### config.mk
export PLATFORM = sky130hd
export DESIGN_NAME = efr_tx_overhead
export DESIGN_NICKNAME = d
export VERILOG_FILES = /design/src/shared/efr_pkg.sv /design/src/hw/efr_bip4.sv /design/src/hw/efr_tx_overhead.sv /design/src/hw/efr_wb_slave.sv
export SDC_FILE = /design/constraint.sdc
export NUM_CORES = 1
export LEC_CHECK = 0
export ABC_AREA = 1
export BUFFER_PORTS_ARGS = -buffer_cell sky130_fd_sc_hd__buf_4
export CORE_MARGIN = 2
export CORE_UTILIZATION = 47
export DETAILED_ROUTE_END_ITERATION = 10
export GPL_TIMING_DRIVEN = 0
export PLACE_DENSITY = 0.71
export SLEW_MARGIN = 20
export SYNTH_ARGS = -nofsm -noshare
export SYNTH_HDL_FRONTEND = slang
export SYNTH_SLANG_ARGS = --single-unit
### constraint.sdc
create_clock -name clk -period 2.36 [get_ports clk]
set_clock_uncertainty 0.05 [all_clocks]
set_input_delay 0.472 -clock clk [delete_from_list [all_inputs] [get_ports clk]]
set_output_delay 0.472 -clock clk [all_outputs]
set_load 0.05 [all_outputs]
### src/shared/efr_pkg.sv
/*
 * constants for the outbound e3 overhead insertion block: register indices,
 * field positions, reset values, frame layout and alarm-bit source codes.
 * assumes one line bit per clock cycle and 8-bit registers on a 32-bit bus.
 */
package efr_pkg;
  // register indices; byte address is four times the index
  localparam logic [7:0] IDX_TX_FRAME_CONFIG = 8'h30;
  localparam logic [7:0] IDX_TX_SERVICE_BITS = 8'h35;
  localparam logic [7:0] IDX_FRAMING_MASK_HIGH = 8'h48;
  localparam logic [7:0] IDX_FRAMING_MASK_LOW = 8'h49;
  localparam logic [7:0] IDX_PARITY_MASK = 8'h4a;
  localparam logic [7:0] IDX_RX_PARITY_STATUS = 8'h50;
  localparam logic [7:0] IDX_RX_PARITY_COUNT = 8'h51;
  // tx_frame_config fields
  localparam int CFG_PARITY_EN_BIT = 7;
  localparam int CFG_ASRC_LSB = 5;
  // tx_service_bits fields
  localparam int SVC_A_BIT = 1;
  localparam int SVC_N_BIT = 0;
  // reset values
  localparam logic [7:0] RST_TX_FRAME_CONFIG = 8'h00;
  localparam logic [7:0] RST_TX_SERVICE_BITS = 8'h02;
  localparam logic [4:0] RST_FRAMING_MASK = 5'h00;
  localparam logic [3:0] RST_PARITY_MASK = 4'h0;
  // frame layout, positions counted from zero
  localparam logic [10:0] FRAME_LAST = 11'h5ff;
  localparam logic [10:0] FAS_LAST = 11'h009;
  localparam logic [10:0] FAS_HIGH_LAST = 11'h004;
  localparam logic [10:0] A_POS = 11'h00a;
  localparam logic [10:0] N_POS = 11'h00b;
  localparam logic [10:0] PARITY_FIRST = 11'h5fc;
  localparam logic [9:0] FAS_PATTERN = 10'h3d0;
  typedef enum logic [1:0] {
    EFR_ASRC_REG = 2'h0,
    EFR_ASRC_OVERHEAD = 2'h1,
    EFR_ASRC_PAYLOAD = 2'h2,
    EFR_ASRC_FEBE = 2'h3
  } efr_asrc_e;
endpackage

### src/hw/efr_bip4.sv
/*
 * four-lane interleaved parity over one 1536-bit frame.
 * assumes the parent supplies the bit position and one bit per cycle.
 */
`timescale 1ns/1ps
module efr_bip4
  import efr_pkg::*;
(
  input wire logic clk,
  input wire logic rst,
  input wire logic bit_in,
  input wire logic [10:0] pos,
  output logic [3:0] result_reg
);
  logic [3:0] acc_reg;
  logic [3:0] acc_next;
  logic [3:0] lane_hit;
  wire first_bit = (pos == 11'h000);
  wire last_bit = (pos == FRAME_LAST);

  genvar g;
  generate
    for (g = 0; g < 4; g++) begin : g_lane
      assign lane_hit[g] = bit_in & (pos[1:0] == 2'(g));
    end
  endgenerate

  assign acc_next = first_bit ? lane_hit : (acc_reg ^ lane_hit);

  always_ff @(posedge clk) begin
    if (rst) begin
      acc_reg <= 4'h0;
      result_reg <= 4'h0;
    end else begin
      acc_reg <= acc_next;
      if (last_bit) begin
        result_reg <= acc_next;
      end
    end
  end
endmodule

### src/hw/efr_tx_overhead.sv
/*
 * outbound e3 overhead insertion: framing pattern with error masks, alarm
 * bit source selection, interleaved parity nibble insertion, and the
 * inbound parity check that feeds the far-end block error flag.
 * assumes one line bit per clock on both directions and that the inbound
 * frame start pulse marks bit position zero of each received frame.
 */
// Local design decision: the Wishbone register port.
`timescale 1ns/1ps
// Notes on behaviour
// - selector 00 register, 01 overhead port, 10 payload port choose the A bit.
// - selector 11 sends far-end block error: 1 if receiver saw a parity error.
// - register source places service-bits bit 1 in every frame's A bit.
// - parity enable inserts previous frame's parity into bits 1533 to 1536.
// - the same enable bit turns on receive parity checking.
// - masks inject errors into framing pattern and parity nibble for testing.
// - framing pattern bits are xored with the two 5-bit masks.
// - parity nibble xored with parity mask, only while insertion enabled.
module efr_tx_overhead
  import efr_pkg::*;
(
  input wire logic clk,
  input wire logic rst,
  input wire logic wb_cyc_i,
  input wire logic wb_stb_i,
  input wire logic wb_we_i,
  input wire logic [3:0] wb_sel_i,
  input wire logic [9:0] wb_adr_i,
  input wire logic [31:0] wb_dat_i,
  output logic wb_ack_o,
  output logic [31:0] wb_dat_o,
  input wire logic payload_data,
  input wire logic overhead_data,
  output logic payload_req,
  output logic overhead_req,
  output logic line_data,
  output logic line_frame_start,
  input wire logic rx_data,
  input wire logic rx_frame_start
);
  // software registers
  logic [7:0] cfg_reg;
  logic [1:0] svc_reg;
  logic [4:0] fmask_high_reg;
  logic [4:0] fmask_low_reg;
  logic [3:0] pmask_reg;
  // per-frame copies
  logic [7:0] cfg_act_reg;
  logic [1:0] svc_act_reg;
  logic [4:0] fmask_high_act_reg;
  logic [4:0] fmask_low_act_reg;
  logic [3:0] pmask_act_reg;
  // transmit frame state
  logic [10:0] tx_pos_reg;
  logic [10:0] tx_pos_next;
  logic line_data_reg;
  logic line_start_reg;
  logic [10:0] line_pos_reg;
  logic [3:0] tx_parity;
  logic tx_parity_valid_reg;
  // receive check state
  logic [10:0] rx_pos_reg;
  logic [10:0] rx_pos;
  logic [3:0] rx_parity;
  logic rx_parity_valid_reg;
  logic rx_mismatch_reg;
  logic febe_reg;
  logic rx_err_sticky_reg;
  logic [7:0] rx_err_count_reg;
  // bus side
  logic wr_stb;
  logic [7:0] reg_idx;
  logic [7:0] wr_data;
  logic [7:0] rd_data;

  efr_wb_slave u_wb (
    .clk(clk),
    .rst(rst),
    .wb_cyc_i(wb_cyc_i),
    .wb_stb_i(wb_stb_i),
    .wb_we_i(wb_we_i),
    .wb_sel_i(wb_sel_i),
    .wb_adr_i(wb_adr_i),
    .wb_dat_i(wb_dat_i),
    .rd_data(rd_data),
    .wb_ack_o(wb_ack_o),
    .wb_dat_o(wb_dat_o),
    .wr_stb(wr_stb),
    .reg_idx(reg_idx),
    .wr_data(wr_data)
  );

  // register decode
  wire wr_cfg = wr_stb & (reg_idx == IDX_TX_FRAME_CONFIG);
  wire wr_svc = wr_stb & (reg_idx == IDX_TX_SERVICE_BITS);
  wire wr_fmh = wr_stb & (reg_idx == IDX_FRAMING_MASK_HIGH);
  wire wr_fml = wr_stb & (reg_idx == IDX_FRAMING_MASK_LOW);
  wire wr_pm = wr_stb & (reg_idx == IDX_PARITY_MASK);
  wire rd_is_cfg = (reg_idx == IDX_TX_FRAME_CONFIG);
  wire rd_is_svc = (reg_idx == IDX_TX_SERVICE_BITS);
  wire rd_is_fmh = (reg_idx == IDX_FRAMING_MASK_HIGH);
  wire rd_is_fml = (reg_idx == IDX_FRAMING_MASK_LOW);
  wire rd_is_pm = (reg_idx == IDX_PARITY_MASK);
  wire rd_is_stat = (reg_idx == IDX_RX_PARITY_STATUS);
  wire rd_is_cnt = (reg_idx == IDX_RX_PARITY_COUNT);
  wire [7:0] stat_word = {6'h00, rx_err_sticky_reg, febe_reg};

  assign rd_data = rd_is_cfg ? cfg_reg :
                   rd_is_svc ? {6'h00, svc_reg} :
                   rd_is_fmh ? {3'h0, fmask_high_reg} :
                   rd_is_fml ? {3'h0, fmask_low_reg} :
                   rd_is_pm ? {4'h0, pmask_reg} :
                   rd_is_stat ? stat_word :
                   rd_is_cnt ? rx_err_count_reg : 8'h00;

  // sticky error flag clears on status read; a new error wins
  wire stat_read = wb_cyc_i & wb_stb_i & ~wb_we_i & ~wb_ack_o & rd_is_stat;

  always_ff @(posedge clk) begin
    if (rst) begin
      cfg_reg <= RST_TX_FRAME_CONFIG;
      svc_reg <= RST_TX_SERVICE_BITS[1:0];
      fmask_high_reg <= RST_FRAMING_MASK;
      fmask_low_reg <= RST_FRAMING_MASK;
      pmask_reg <= RST_PARITY_MASK;
    end else begin
      if (wr_cfg) begin
        cfg_reg <= wr_data;
      end
      if (wr_svc) begin
        svc_reg <= wr_data[1:0];
      end
      if (wr_fmh) begin
        fmask_high_reg <= wr_data[4:0];
      end
      if (wr_fml) begin
        fmask_low_reg <= wr_data[4:0];
      end
      if (wr_pm) begin
        pmask_reg <= wr_data[3:0];
      end
    end
  end

  // transmit bit position
  wire tx_frame_end = (tx_pos_reg == FRAME_LAST);
  assign tx_pos_next = tx_frame_end ? 11'h000 : tx_pos_reg + 11'h001;

  always_ff @(posedge clk) begin
    if (rst) begin
      cfg_act_reg <= RST_TX_FRAME_CONFIG;
      svc_act_reg <= RST_TX_SERVICE_BITS[1:0];
      fmask_high_act_reg <= RST_FRAMING_MASK;
      fmask_low_act_reg <= RST_FRAMING_MASK;
      pmask_act_reg <= RST_PARITY_MASK;
    end else if (tx_frame_end) begin
      cfg_act_reg <= cfg_reg;
      svc_act_reg <= svc_reg;
      fmask_high_act_reg <= fmask_high_reg;
      fmask_low_act_reg <= fmask_low_reg;
      pmask_act_reg <= pmask_reg;
    end
  end

  wire parity_en = cfg_act_reg[CFG_PARITY_EN_BIT];
  wire [1:0] asrc_bits = cfg_act_reg[CFG_ASRC_LSB +: 2];
  efr_asrc_e asrc;
  assign asrc = efr_asrc_e'(asrc_bits);

  // slot classification
  wire in_fas = (tx_pos_reg <= FAS_LAST);
  wire in_fas_high = (tx_pos_reg <= FAS_HIGH_LAST);
  wire in_a = (tx_pos_reg == A_POS);
  wire in_n = (tx_pos_reg == N_POS);
  wire in_parity = parity_en & (tx_pos_reg >= PARITY_FIRST);
  wire [3:0] fas_idx = 4'(FAS_LAST - tx_pos_reg);
  wire [3:0] low_idx = 4'(FAS_LAST - tx_pos_reg);
  wire [3:0] high_idx = 4'(FAS_HIGH_LAST - tx_pos_reg);

  wire fas_bit = FAS_PATTERN[fas_idx];
  wire fmask_bit = in_fas_high ? fmask_high_act_reg[high_idx[2:0]]
                               : fmask_low_act_reg[low_idx[2:0]];
  wire fas_out = fas_bit ^ fmask_bit;

  // register source uses service bit 1
  logic a_out;
  always_comb begin
    unique case (asrc)
      EFR_ASRC_REG: a_out = svc_act_reg[SVC_A_BIT];
      EFR_ASRC_OVERHEAD: a_out = overhead_data;
      EFR_ASRC_PAYLOAD: a_out = payload_data;
      EFR_ASRC_FEBE: a_out = febe_reg;
    endcase
  end

  // previous frame's parity in last nibble
  // parity mask only with insertion on
  wire par_bit = tx_parity[tx_pos_reg[1:0]] ^ pmask_act_reg[tx_pos_reg[1:0]];
  wire par_out = tx_parity_valid_reg ? par_bit : pmask_act_reg[tx_pos_reg[1:0]];

  // overhead port serves the A bit only when selected
  assign overhead_req = in_a & (asrc == EFR_ASRC_OVERHEAD);
  assign payload_req = ~in_fas & ~in_n & ~in_parity & (~in_a | (asrc == EFR_ASRC_PAYLOAD));

  logic bit_out;
  always_comb begin
    if (in_fas) begin
      bit_out = fas_out;
    end else if (in_a) begin
      bit_out = a_out;
    end else if (in_n) begin
      bit_out = svc_act_reg[SVC_N_BIT];
    end else if (in_parity) begin
      bit_out = par_out;
    end else begin
      bit_out = payload_data;
    end
  end

  always_ff @(posedge clk) begin
    if (rst) begin
      tx_pos_reg <= 11'h000;
      line_data_reg <= 1'b0;
      line_start_reg <= 1'b0;
      line_pos_reg <= 11'h000;
      tx_parity_valid_reg <= 1'b0;
    end else begin
      tx_pos_reg <= tx_pos_next;
      line_data_reg <= bit_out;
      line_start_reg <= (tx_pos_reg == 11'h000);
      line_pos_reg <= tx_pos_reg;
      // nibble valid from the first frame with insertion on
      if (line_pos_reg == FRAME_LAST) begin
        tx_parity_valid_reg <= parity_en;
      end
    end
  end

  assign line_data = line_data_reg;
  assign line_frame_start = line_start_reg;

  efr_bip4 u_tx_bip (
    .clk(clk),
    .rst(rst),
    .bit_in(line_data_reg),
    .pos(line_pos_reg),
    .result_reg(tx_parity)
  );

  // receive bit position, realigned by frame start
  assign rx_pos = rx_frame_start ? 11'h000 : rx_pos_reg;
  wire rx_last = (rx_pos == FRAME_LAST);
  wire rx_in_parity = (rx_pos >= PARITY_FIRST);
  wire rx_check_en = cfg_reg[CFG_PARITY_EN_BIT];

  efr_bip4 u_rx_bip (
    .clk(clk),
    .rst(rst),
    .bit_in(rx_data),
    .pos(rx_pos),
    .result_reg(rx_parity)
  );

  wire rx_bit_bad = rx_in_parity & (rx_data != rx_parity[rx_pos[1:0]]);
  wire rx_frame_bad = rx_mismatch_reg | rx_bit_bad;
  wire rx_judge = rx_last & rx_check_en & rx_parity_valid_reg;

  // receive check governed by the same enable
  always_ff @(posedge clk) begin
    if (rst) begin
      rx_pos_reg <= 11'h000;
      rx_parity_valid_reg <= 1'b0;
      rx_mismatch_reg <= 1'b0;
      febe_reg <= 1'b0;
      rx_err_sticky_reg <= 1'b0;
      rx_err_count_reg <= 8'h00;
    end else begin
      rx_pos_reg <= rx_last ? 11'h000 : rx_pos + 11'h001;
      if (rx_last) begin
        rx_parity_valid_reg <= rx_check_en;
        rx_mismatch_reg <= 1'b0;
      end else if (rx_pos == 11'h000) begin
        rx_mismatch_reg <= rx_bit_bad;
      end else begin
        rx_mismatch_reg <= rx_frame_bad;
      end
      // error flag follows each judged frame
      if (rx_judge) begin
        febe_reg <= rx_frame_bad;
      end else if (~rx_check_en) begin
        febe_reg <= 1'b0;
      end
      if (rx_judge & rx_frame_bad) begin
        rx_err_sticky_reg <= 1'b1;
      end else if (stat_read) begin
        rx_err_sticky_reg <= 1'b0;
      end
      if (rx_judge & rx_frame_bad & (rx_err_count_reg != 8'hff)) begin
        rx_err_count_reg <= rx_err_count_reg + 8'h01;
      end
    end
  end
endmodule

### src/hw/efr_wb_slave.sv
/*
 * classic wishbone slave front end: decode, byte lane 0 write strobe, ack.
 * assumes 8-bit registers in the low byte of each aligned 32-bit word.
 */
`timescale 1ns/1ps
module efr_wb_slave (
  input wire logic clk,
  input wire logic rst,
  input wire logic wb_cyc_i,
  input wire logic wb_stb_i,
  input wire logic wb_we_i,
  input wire logic [3:0] wb_sel_i,
  input wire logic [9:0] wb_adr_i,
  input wire logic [31:0] wb_dat_i,
  input wire logic [7:0] rd_data,
  output logic wb_ack_o,
  output logic [31:0] wb_dat_o,
  output logic wr_stb,
  output logic [7:0] reg_idx,
  output logic [7:0] wr_data
);
  logic ack_reg;
  logic [7:0] rdat_reg;
  wire req = wb_cyc_i & wb_stb_i & ~ack_reg;

  assign reg_idx = wb_adr_i[9:2];
  assign wr_data = wb_dat_i[7:0];
  assign wr_stb = req & wb_we_i & wb_sel_i[0];
  assign wb_ack_o = ack_reg;
  assign wb_dat_o = {24'h00_0000, rdat_reg};

  always_ff @(posedge clk) begin
    if (rst) begin
      ack_reg <= 1'b0;
      rdat_reg <= 8'h00;
    end else begin
      ack_reg <= req;
      if (req) begin
        rdat_reg <= rd_data;
      end
    end
  end
endmodule

==> metrics.yaml, run 1 <==
powerDensity_mw_per_mm2: 683.7
clock-sinks: 116
synth.distinct_cells: 48
p_clk_share_pct: 49.7
cp_max_fo: 5
synth_area_leaders: "dfxtp_1 39%, nand2_1 8.9%, nor2_1 6.8%, inv_1 5.9%, a21oi_1 5.4%"
n_fill_cell: 1134
path_cells: "inv_6 > ha_4 > inv_2 > o21ai_2 > nand3_1 > nand2_2 > inv_2 > a2111oi_4 > buf_6"
p_comb_share_pct: 10.3
post_drt_wl_per_cell_um: 13.41
seq_area_frac_synth_pct: 39.41
intPower_uw: 3769
die_area_mm2: 0.01345
rsz0062_at_grt: "yes"
dieHeight_um: 116.0
tritoncts: "done"
nets: 968
clock_latency_ns: 0.42
grt_overflow_total: 0
swShare_pct: 25.00
cts_made_buffers: 17
endpoint_kind: "primary output"
clk_pin_slew_worst_paths_ns: 0.05
ys_ff_latch: 116
multi_input_area_mm2: 0.003088
area_growth_pct: 24.76
antenna_cells: 0
route.detailed.drc: 0
hold_path.class: "primary input to register"
layout_min_cycle_time_ns: 2.441
async_reset_ff_share_pct: 0
clockBufferDepth: 2
rows: 40
vias: 5441
routabilityCongestion: 0.8635
slew_headroom_pct: 40.80
root_buffer: "clkbuf_16"
drt_iter0_drc: 377
initial_core_util_pct: 48.65
fmax_mhz: 409.7
avgSynthCellArea_um2: 7.356
cpPeakStageDelay_ns: 0.37
synth_edf_count: 0
dr.pass1.iters: 5
grt_max_degree: 17
synth_flop_cell: "dfxtp_1"
cp.required_ns: 1.84
drive_above_1_share_pct: 21.03
peakVddDrop_mv: 0.4957
grt_pass1_wl_um: 23350
finalCritPeriodShare_pct: 103.4
outcome: "complete, but fails checks"
regArea_mm2: 0.002332
power_switching_uw: 1256
cap_violations: 0
syn_inst: 801
path_common_cell: "inv_2"
grt_pass1_vias: 5012
cts_hold_buf: 0
yosysWarningCount: 0
h-tree-depth: 4
layout_setup_ws_ns: -0.08108
p_total_uw: 5026
hold_viol: 0
io_pins: 92
port_buffers: 37
p_leak_uw: 0.003098
place_area_mm2: 0.006496
synth_top_area_cell: "dfxtp_1"
worstSetupStartpointType: "register"
final_cell_area_mm2: 0.007351
violations: "negative setup slack"
ant_nets: 0
netlist_area_mm2: 0.005892
hpwl_um: 10260
antenna_found_initial: 0
synth.top_cell.area_share_pct: 39.41
power_frac_seq_pct: 40.0
worstSetupPathType: "register to primary output"
arrival_ns: 1.92
chipWidth_um: 116.0
tightest_slew_ns: 0.8757
via_per_inst: 5.033
slowest_stage: "dfxtp_4"
final-max-slew-violation-count: 0
setup_viol: 2
core-area_mm2: 0.01211
fin_tns_setup_ns: -0.09780
drt_wl_total_um: 14500
grt_util_all_layers_pct: 22.24
[power by group through the flow]
stage	clock network [uW]	registers [uW]	logic, uW
6_report	2500	2010	517
5_1_grt	2610	2010	560
4_1_cts	2520	2010	495
3_5_place_dp	0	2050	457
3_3_place_gp	0	2050	455
2_1_floorplan	0	2090	300
[per-stage QoR]
step	hold WS, ns	worst slack [ns]	cells	util [%]
2_1_floorplan	0.3874	0.04876	824	-
3_3_place_gp	0.4039	-0.1435	1029	53.64
3_5_place_dp	0.4114	-0.1520	1029	53.64
4_1_cts	0.2652	-0.006917	1079	60.13
5_1_grt	0.2879	-0.1010	1081	60.69
6_report	0.2753	-0.08108	1081	60.69
[path summary, 6_finish.rpt]
kind | slack [ns] | end | startpoint | depth (start not counted)
min reg2reg | 0.41 | rx_mismatch_reg$_SDFF_PP0_ | rx_mismatch_reg$_SDFF_PP0_ | 2
max | -0.08 | payload_req | tx_pos_reg[1]$_SDFF_PP0_ | 9
min | 0.28 | cfg_reg[3]$_SDFFE_PP0P_ | wb_dat_i[3] | 3
max reg2reg | -0.02 | line_data$_SDFF_PP0_ | tx_pos_reg[1]$_SDFF_PP0_ | 19
[repair_timing]
item / in CTS / in global routing
buffers inserted: 19 / 3
pin swaps: 2 / 6
setup endpoints to repair: 2 / 3
gates resized for setup: 28 / 19
[cell usage in the layout, fill, tap and decap left out, types with 13 or more instances in the layout]
cell	n
nor3_1	13
buf_4	77
dfxtp_1	112
nand2_1	136
nand3_1	43
nand4_1	18
nor2_1	102
inv_1	84
a21oi_1	63
o21ai_0	44
clkbuf_16	17
conb_1	24
clkbuf_1	14
[per-layer routing]
metal  vias to the layer above  GRT usage, %  share of wire (%)
li1                       2795             -                  -
met1                      2479         28.45                 46
met4                         0         8.889                2.6
met2                       139         36.92                 47
met3                        28         4.446                4.7
met5                         -             0                  0
[final cells by class]
type,instances,area share (%)
Buffer,43,3.983
Clock buffer,23,6.366
Clock inverter,9,1.413
Inverter,99,5.260
Multi-Input combinational cell,564,42.01
Sequential cell,116,31.73
Tap cell,168,2.860
Timing Repair Buffer,59,6.383
[synthesized netlist by cell type (2+ instances only)]
library cell and n:
nand2_1 139, dfxtp_1 116, nor2_1 106, inv_1 92
a21oi_1 64, nand3_1 46, o21ai_0 44, buf_4 25
nand4_1 18, nor3_1 14, ha_1 13, a211oi_2 10
clkbuf_1 10, xor2_1 10, a211oi_1 7, nand3b_1 7
xnor2_1 7, buf_2 6, inv_2 6, nand3_2 6
o211ai_1 6, nand2_2 4, nor3_2 4, buf_6 3
nor3b_1 3, o21a_1 3, or2_2 3, nor2_2 2
nor2_4 2, nor3_4 2, nor4_1 2, nor4b_1 2
o21ai_1 2, o221ai_1 2, o31ai_1 2
[cells by family after synthesis]
group,after synthesis,synth area share (%)
buf+inv,144,11.34
fa+ha+maj,13,2.761
compound gates,146,14.91
flops,116,39.41
xor+xnor,17,2.527
other cells,1,0.06365
simple gates,364,28.99
[worst max-delay path, delay by kind of cell, from the launching register on]
| kind | cells | cell delay [ns] |
|---|---|---|
| compound gates | 2 | 0.36 |
| simple gates | 2 | 0.25 |
| buf+inv | 4 | 0.38 |
| fa+ha+maj | 1 | 0.14 |
| flops | 1 | 0.37 |
(Power assumes the default switching activity.)
==> inputs of run 2 (changes only) <==
--- a/config.mk
+++ b/config.mk
@@ -5,7 +5,6 @@
 export SDC_FILE = /design/constraint.sdc
 export NUM_CORES = 1
 export LEC_CHECK = 0
-export ABC_AREA = 1
 export BUFFER_PORTS_ARGS = -buffer_cell sky130_fd_sc_hd__buf_4
 export CORE_MARGIN = 2
 export CORE_UTILIZATION = 47
@@ -16,3 +15,4 @@
 export SYNTH_ARGS = -nofsm -noshare
 export SYNTH_HDL_FRONTEND = slang
 export SYNTH_SLANG_ARGS = --single-unit
+export TNS_END_PERCENT = 30
==> run 2 against run 1 <==
  * The run still ends with negative setup slack left
  * Critical path depth decreased by 4
  * Hold slack worse by 0.023 ns
  * First-iteration DRC count fell by 31%
  * Sequential power is essentially flat
  * Core utilization up 1.5 points
==> metrics.yaml, run 2 <==
vias: 4920  # was 5,441
setup_viol: 3  # was 2
synth_edf_count: 0  # unchanged
powerDensity_mw_per_mm2: 738.3  # was 683.7 mW/mm^2
syn_inst: 636  # was 801
synth_flop_cell: "dfxtp_1"  # unchanged
ant_nets: 0  # unchanged
finalCritPeriodShare_pct: 114.1  # was 103.4%
path_delay_family: "simple AND/OR/NAND/NOR gates"  # was buffers and inverters
drt_wl_total_um: 14540  # was 14,500 um
outcome: "complete, but fails checks"  # unchanged
rows: 40  # unchanged
antenna_cells: 0  # unchanged
cp.required_ns: 1.84  # about the same
endpoint_kind: "primary output"  # unchanged
layout_min_cycle_time_ns: 2.693  # was 2.441 ns
hold_viol: 0  # unchanged
grt_max_degree: 17  # unchanged
dr.pass1.iters: 5  # unchanged
tritoncts: "done"  # unchanged
core-area_mm2: 0.01186  # was 0.01211 mm^2
routabilityCongestion: 0.9407  # was 0.8635
grt_overflow_total: 0  # unchanged
area_growth_pct: 30.43  # was 24.76%
clock-sinks: 116  # unchanged
fmax_mhz: 371.3  # was 409.7 MHz
grt_pass1_vias: 4729  # was 5,012
cpPeakStageDelay_ns: 0.52  # was 0.37 ns
violations: "negative setup slack"  # unchanged
layout_setup_ws_ns: -0.3333  # was -0.08108 ns
avgSynthCellArea_um2: 8.890  # was 7.356 um^2
clockBufferDepth: 2  # unchanged
layout_common_cells: "108 x nor2_1, 108 x dfxtp_1, 91 x buf_4"  # was 136 x nand2_1, 112 x dfxtp_1, 102 x nor2_1
route.detailed.drc: 0  # unchanged
yosysWarningCount: 0  # unchanged
crit_buf_inv: 1  # was 4
synth.top_cell.area_share_pct: 41.07  # was 39.41%
synth_common_cells: "116 x dfxtp_1, 108 x nor2_1, 51 x mux2i_1, 42 x nand2_1, 26 x buf_4"  # was 139 x nand2_1, 116 x dfxtp_1, 106 x nor2_1, 92 x inv_1, 64 x a21oi_1
cp_max_fo: 2  # was 5
initial_core_util_pct: 47.67  # was 48.65%
post_drt_wl_per_cell_um: 16.10  # was 13.41 um
pre_cts_ws_ns: -0.3628  # was -0.1520 ns
cap_violations: 0  # unchanged
async_reset_ff_share_pct: 0  # unchanged
root_buffer: "clkbuf_16"  # unchanged
rsz0062_at_grt: "yes"  # unchanged
synth.distinct_cells: 65  # was 48
via_per_inst: 5.449  # was 5.033
drive_above_1_share_pct: 24.21  # was 21.03%
io_pins: 92  # unchanged
tightest_slew_ns: 0.9262  # was 0.8757 ns
worstSetupPathType: "register to primary output"  # unchanged
nets: 811  # was 968
p_leak_uw: 0.002936  # was 0.003098 uW
clk_pin_slew_worst_paths_ns: 0.05  # about the same
final-max-slew-violation-count: 0  # unchanged
peakVddDrop_mv: 0.3965  # was 0.4957 mV
chipWidth_um: 113.7  # was 116.0 um
worstSetupStartpointType: "register"  # unchanged
slowest_stage: "or4_4"  # was dfxtp_4
whs_ns: 0.2518  # was 0.2753 ns
dieHeight_um: 113.7  # was 116.0 um
ys_ff_latch: 116  # unchanged
drt_iter0_drc: 262  # was 377
h-tree-depth: 4  # unchanged
hold_path.class: "primary input to register"  # unchanged
port_buffers: 37  # unchanged
grt_pass1_wl_um: 23430  # was 23,350 um
grt_util_all_layers_pct: 22.89  # was 22.24%
synth.most_common_cell: "dfxtp_1"  # was nand2_1
synth_area_leaders: "dfxtp_1 41%, mux2i_1 9.0%, nor2_1 7.2%, buf_4 3.5%, ha_1 2.9%"  # was dfxtp_1 39%, nand2_1 8.9%, nor2_1 6.8%, inv_1 5.9%, a21oi_1 5.4%
path_cells: "or4_4 > nor4_4 > nand4_1 > nor3b_4 > buf_6"  # was inv_6 > ha_4 > inv_2 > o21ai_2 > nand3_1 > nand2_2 > inv_2 > a2111oi_4 > buf_6
cts_made_buffers: 17  # unchanged
arrival_ns: 2.17  # was 1.92 ns
netlist_area_mm2: 0.005654  # was 0.005892 mm^2
slew_headroom_pct: 37.78  # was 40.80%
die_area_mm2: 0.01292  # was 0.01345 mm^2
clock_latency_ns: 0.42  # about the same
seq_area_frac_synth_pct: 41.07  # was 39.41%
hpwl_um: 9911  # was 10,260 um
antenna_found_initial: 0  # unchanged
synth_top_area_cell: "dfxtp_1"  # unchanged
==> run 2: cell families (layout without fill, tap and decap cells) <==
kind of cell | after synthesis | in the layout | synth area share [%]
other | 1 | 24 | 0.06632
AO/OA/AOI/OAI | 79 | 79 | 9.825
flip-flops | 116 | 116 | 41.07
multiplexers | 57 | 57 | 11.02
AND/OR/NAND/NOR | 270 | 270 | 24.14
adder cells (fa/ha/maj) | 13 | 13 | 2.877
XOR/XNOR | 29 | 29 | 4.492
buffers and inverters | 71 | 168 | 6.506
==> run 2: power by group <==
group          internal (uW)  leakage (uW)  switching (uW)
logic                    202       0.00168             340
clock network           1980      0.000317             916
registers               1980      0.000943            25.2
==> run 2: layout make-up <==
cell class | instances | area [um^2]
Fill cell | 965 | 4487
Multi-Input combinational cell | 472 | 3242
Sequential cell | 116 | 2347
Timing Repair Buffer | 66 | 503.0
Clock buffer | 19 | 432.9
Buffer | 49 | 336.6
Clock inverter | 13 | 231.5
Tap cell | 147 | 183.9
Inverter | 21 | 97.59
==> run 2: repair_timing <==
action                     in CTS  in global routing
setup endpoints to repair      17                 35
pin swaps                      11                 13
buffers inserted               17                 12
hold buffers                    0                  0
resized for setup              31                 28
==> run 2: routing by layer <==
metal	track usage, %	routed length [um]	share of wire [%]	up-vias
met1	29.50	6492	45	2331
met4	9.106	401	2.8	0
li1	-	-	-	2383
met5	0	0	0	-
met2	37.72	6946	48	168
met3	4.782	698	4.8	38
==> run 2: worst reg2reg max path: cells and delay by family (launching register included) <==
family	cells	cell delay (ns)
AO/OA/AOI/OAI	3	0.60
multiplexers	1	0.08
AND/OR/NAND/NOR	2	0.73
adder cells (fa/ha/maj)	1	0.35
flip-flops	1	0.40
buffers and inverters	1	0.17
==> run 2: stage by stage <==
stage,instance area (um^2),setup TNS (ns),utilization (%),cells,total power [uW]
floorplan,5838,-0.1450,-,659,2381
global placement,6300,-6.016,53.11,843,2500
detailed placement,6300,-6.846,53.11,843,2507
CTS,7189,-0.6185,60.61,892,5413
global route,7375,-0.7508,62.17,903,5605
finish,7375,-0.5393,62.17,903,5445
==> run 2: final timing paths <==
kind | start | to | slack [ns] | depth (start not counted)
setup / recovery | tx_pos_reg[6]$_SDFF_PP0_ | overhead_req | -0.33 | 5
hold / removal | wb_dat_i[5] | cfg_reg[5]$_SDFFE_PP0P_ | 0.25 | 3
setup reg to reg | tx_pos_reg[0]$_SDFF_PP0_ | line_data$_SDFF_PP0_ | -0.08 | 8
hold reg to reg | u_wb.rdat_reg[1]$_SDFFE_PP0P_ | u_wb.rdat_reg[1]$_SDFFE_PP0P_ | 0.42 | 2
==> inputs of run 3 (changes only) <==
--- a/config.mk
+++ b/config.mk
@@ -9,7 +9,6 @@
 export CORE_MARGIN = 2
 export CORE_UTILIZATION = 47
 export DETAILED_ROUTE_END_ITERATION = 10
-export GPL_TIMING_DRIVEN = 0
 export PLACE_DENSITY = 0.71
 export SLEW_MARGIN = 20
 export SYNTH_ARGS = -nofsm -noshare
==> run 3 against run 2 <==
  * The flow still finishes with violations (negative setup slack)
  * Via count is 5.3% lower
  * Power is 10% lower
  * Setup slack better by 0.11 ns
  * Core utilization is 3.7 points lower
  * Non-clock buffer count is 34 lower
  * Final cell count is 3.8% lower
  * Register-to-register slack better by 0.08 ns
  * Fmax is 4.4% higher
  * Flip-flop and latch count stayed put
  * Critical path type unchanged
  * Largest power group unchanged
==> metrics.yaml, run 3 (synthesized netlist as in run 2, its figures left out) <==
worstReg2RegStart: "tx_pos_reg[1]$_SDFF_PP0_"  # was tx_pos_reg[0]$_SDFF_PP0_
worstSetupPathType: "register to primary output"  # unchanged
final-max-slew-violation-count: 0  # unchanged
chipWidth_um: 113.7  # unchanged
io_pins: 92  # unchanged
hold_path.class: "primary input to register"  # unchanged
n_fill_cell: 1020  # was 965
drt_iter0_drc: 290  # was 262
grt_overflow_total: 0  # unchanged
rows: 40  # unchanged
clk_pin_slew_worst_paths_ns: 0.05  # about the same
grt_max_degree: 72  # was 17
ant_nets: 0  # unchanged
route.detailed.drc: 0  # unchanged
worstSetupStartpointType: "register"  # unchanged
powerDensity_mw_per_mm2: 702.7  # was 738.3 mW/mm^2
hold_viol: 0  # unchanged
endpoint_kind: "primary output"  # unchanged
cp.required_ns: 1.84  # about the same
root_buffer: "clkbuf_16"  # unchanged
clockBufferDepth: 2  # unchanged
multi_input_area_mm2: 0.003133  # was 0.003242 mm^2
tritoncts: "done"  # unchanged
setup_viol: 3  # unchanged
cts_made_buffers: 17  # unchanged
p_leak_uw: 0.002759  # was 0.002936 uW
post_drt_wl_per_cell_um: 14.91  # was 16.10 um
peakVddDrop_mv: 0.3001  # was 0.3965 mV
grt_pass1_vias: 4542  # was 4,729
final_common_cell: "dfxtp_1"
grt_pass1_wl_um: 21650  # was 23,430 um
clock-sinks: 116  # unchanged
port_buffers: 38  # was 37
core-area_mm2: 0.01186  # unchanged
crit_path_start: "tx_pos_reg[6]$_SDFF_PP0_"  # unchanged
hpwl_um: 9389  # was 9911 um
cap_violations: 0  # unchanged
regArea_mm2: 0.002325  # was 0.002347 mm^2
via_per_inst: 5.362  # was 5.449
dr.pass1.iters: 4  # was 5
layout_setup_ws_ns: -0.2200  # was -0.3333 ns
fmax_mhz: 387.6  # was 371.3 MHz
drive_above_1_share_pct: 19.81  # was 24.21%
layout_min_cycle_time_ns: 2.580  # was 2.693 ns
tightest_slew_ns: 0.7180  # was 0.9262 ns
slew_headroom_pct: 52.14  # was 37.78%
vias: 4660  # was 4,920
min_from: "wb_dat_i[5]"  # unchanged
clock_latency_ns: 0.41  # was 0.42 ns
arrival_ns: 2.06  # was 2.17 ns
die_area_mm2: 0.01292  # unchanged
h-tree-depth: 4  # unchanged
utilization_pct: 58.51  # was 62.17%
initial_core_util_pct: 47.67  # unchanged
nets: 777  # was 811
area_growth_pct: 22.75  # was 30.43%
cp_max_fo: 2  # unchanged
cts_hold_buf: 0  # unchanged
dieHeight_um: 113.7  # unchanged
finalCritPeriodShare_pct: 109.3  # was 114.1%
layout_common_cells: "114 x dfxtp_1, 108 x nor2_1, 76 x buf_4"  # was 108 x nor2_1, 108 x dfxtp_1, 91 x buf_4
antenna_cells: 0  # unchanged
outcome: "complete, but fails checks"  # unchanged
rsz0062_at_grt: "yes"  # unchanged
violations: "negative setup slack"  # unchanged
p_total_uw: 4877  # was 5445 uW
routabilityCongestion: 0.8887  # was 0.9407
drt_wl_total_um: 12950  # was 14,540 um
antenna_found_initial: 0  # unchanged
grt_util_all_layers_pct: 20.84  # was 22.89%
[run 3: through the flow]
stage | setup slack, ns | TNS [ns] | hold WS (ns) | std cells | area [um^2]
after floorplan | -0.06644 | -0.1450 | 0.4006 | 659 | 5838
final | -0.2200 | -0.4109 | 0.2657 | 869 | 6940
after CTS | -0.2232 | -0.4227 | 0.2577 | 869 | 6935
after global routing | -0.3173 | -0.6903 | 0.2629 | 869 | 6940
after global placement | 0.0002505 | 0 | 0.4062 | 835 | 6341
after detailed placement | -0.04689 | -0.05974 | 0.3985 | 835 | 6341
[run 3: final cells by class]
class | instances | area share (%)
clock inverter | 8 | 1.082
inverter | 21 | 1.136
sequential | 116 | 33.50
tap | 147 | 2.650
timing repair buffer | 81 | 9.410
clock buffer | 24 | 7.085
multi-input combinational | 472 | 45.14
[run 3: final timing paths]
path	slack, ns	end	cells after the start
worst min register to register	0.41	u_wb.rdat_reg[1]$_SDFFE_PP0P_	2
worst max-delay path	-0.22	overhead_req	5
worst max register to register	0	line_data$_SDFF_PP0_	8
worst min-delay path	0.27	cfg_reg[5]$_SDFFE_PP0P_	3
[run 3: where the power goes]
part / switching, uW / total, uW / internal, uW
clock: 877 / 2430 / 1550
sequential: 18.7 / 2010 / 1990
combinational: 299 / 440 / 141
total: 1190 / 4880 / 3680
[run 3: metal layers]
| metal | GRT usage (%) | vias up | share of wire [%] |
|---|---|---|---|
| li1 | - | 2320 | - |
| met1 | 26.50 | 2209 | 46 |
| met2 | 34.81 | 112 | 49 |
| met3 | 4.729 | 19 | 3.9 |
| met4 | 7.642 | 0 | 1.5 |
| met5 | 0 | - | 0 |
[run 3: critical path, stage by stage (launching register included)]
cell and delay, ns:
dfxtp_2 0.32, or4_4 0.54, nor4_4 0.20, nand4_1 0.21
nor3b_4 0.22, buf_6 0.18
[run 3: what timing repair did]
item,in CTS,in global routing
pin swaps,4,0
setup endpoints to repair,2,3
buffers inserted,2,0
gates resized for setup,4,2
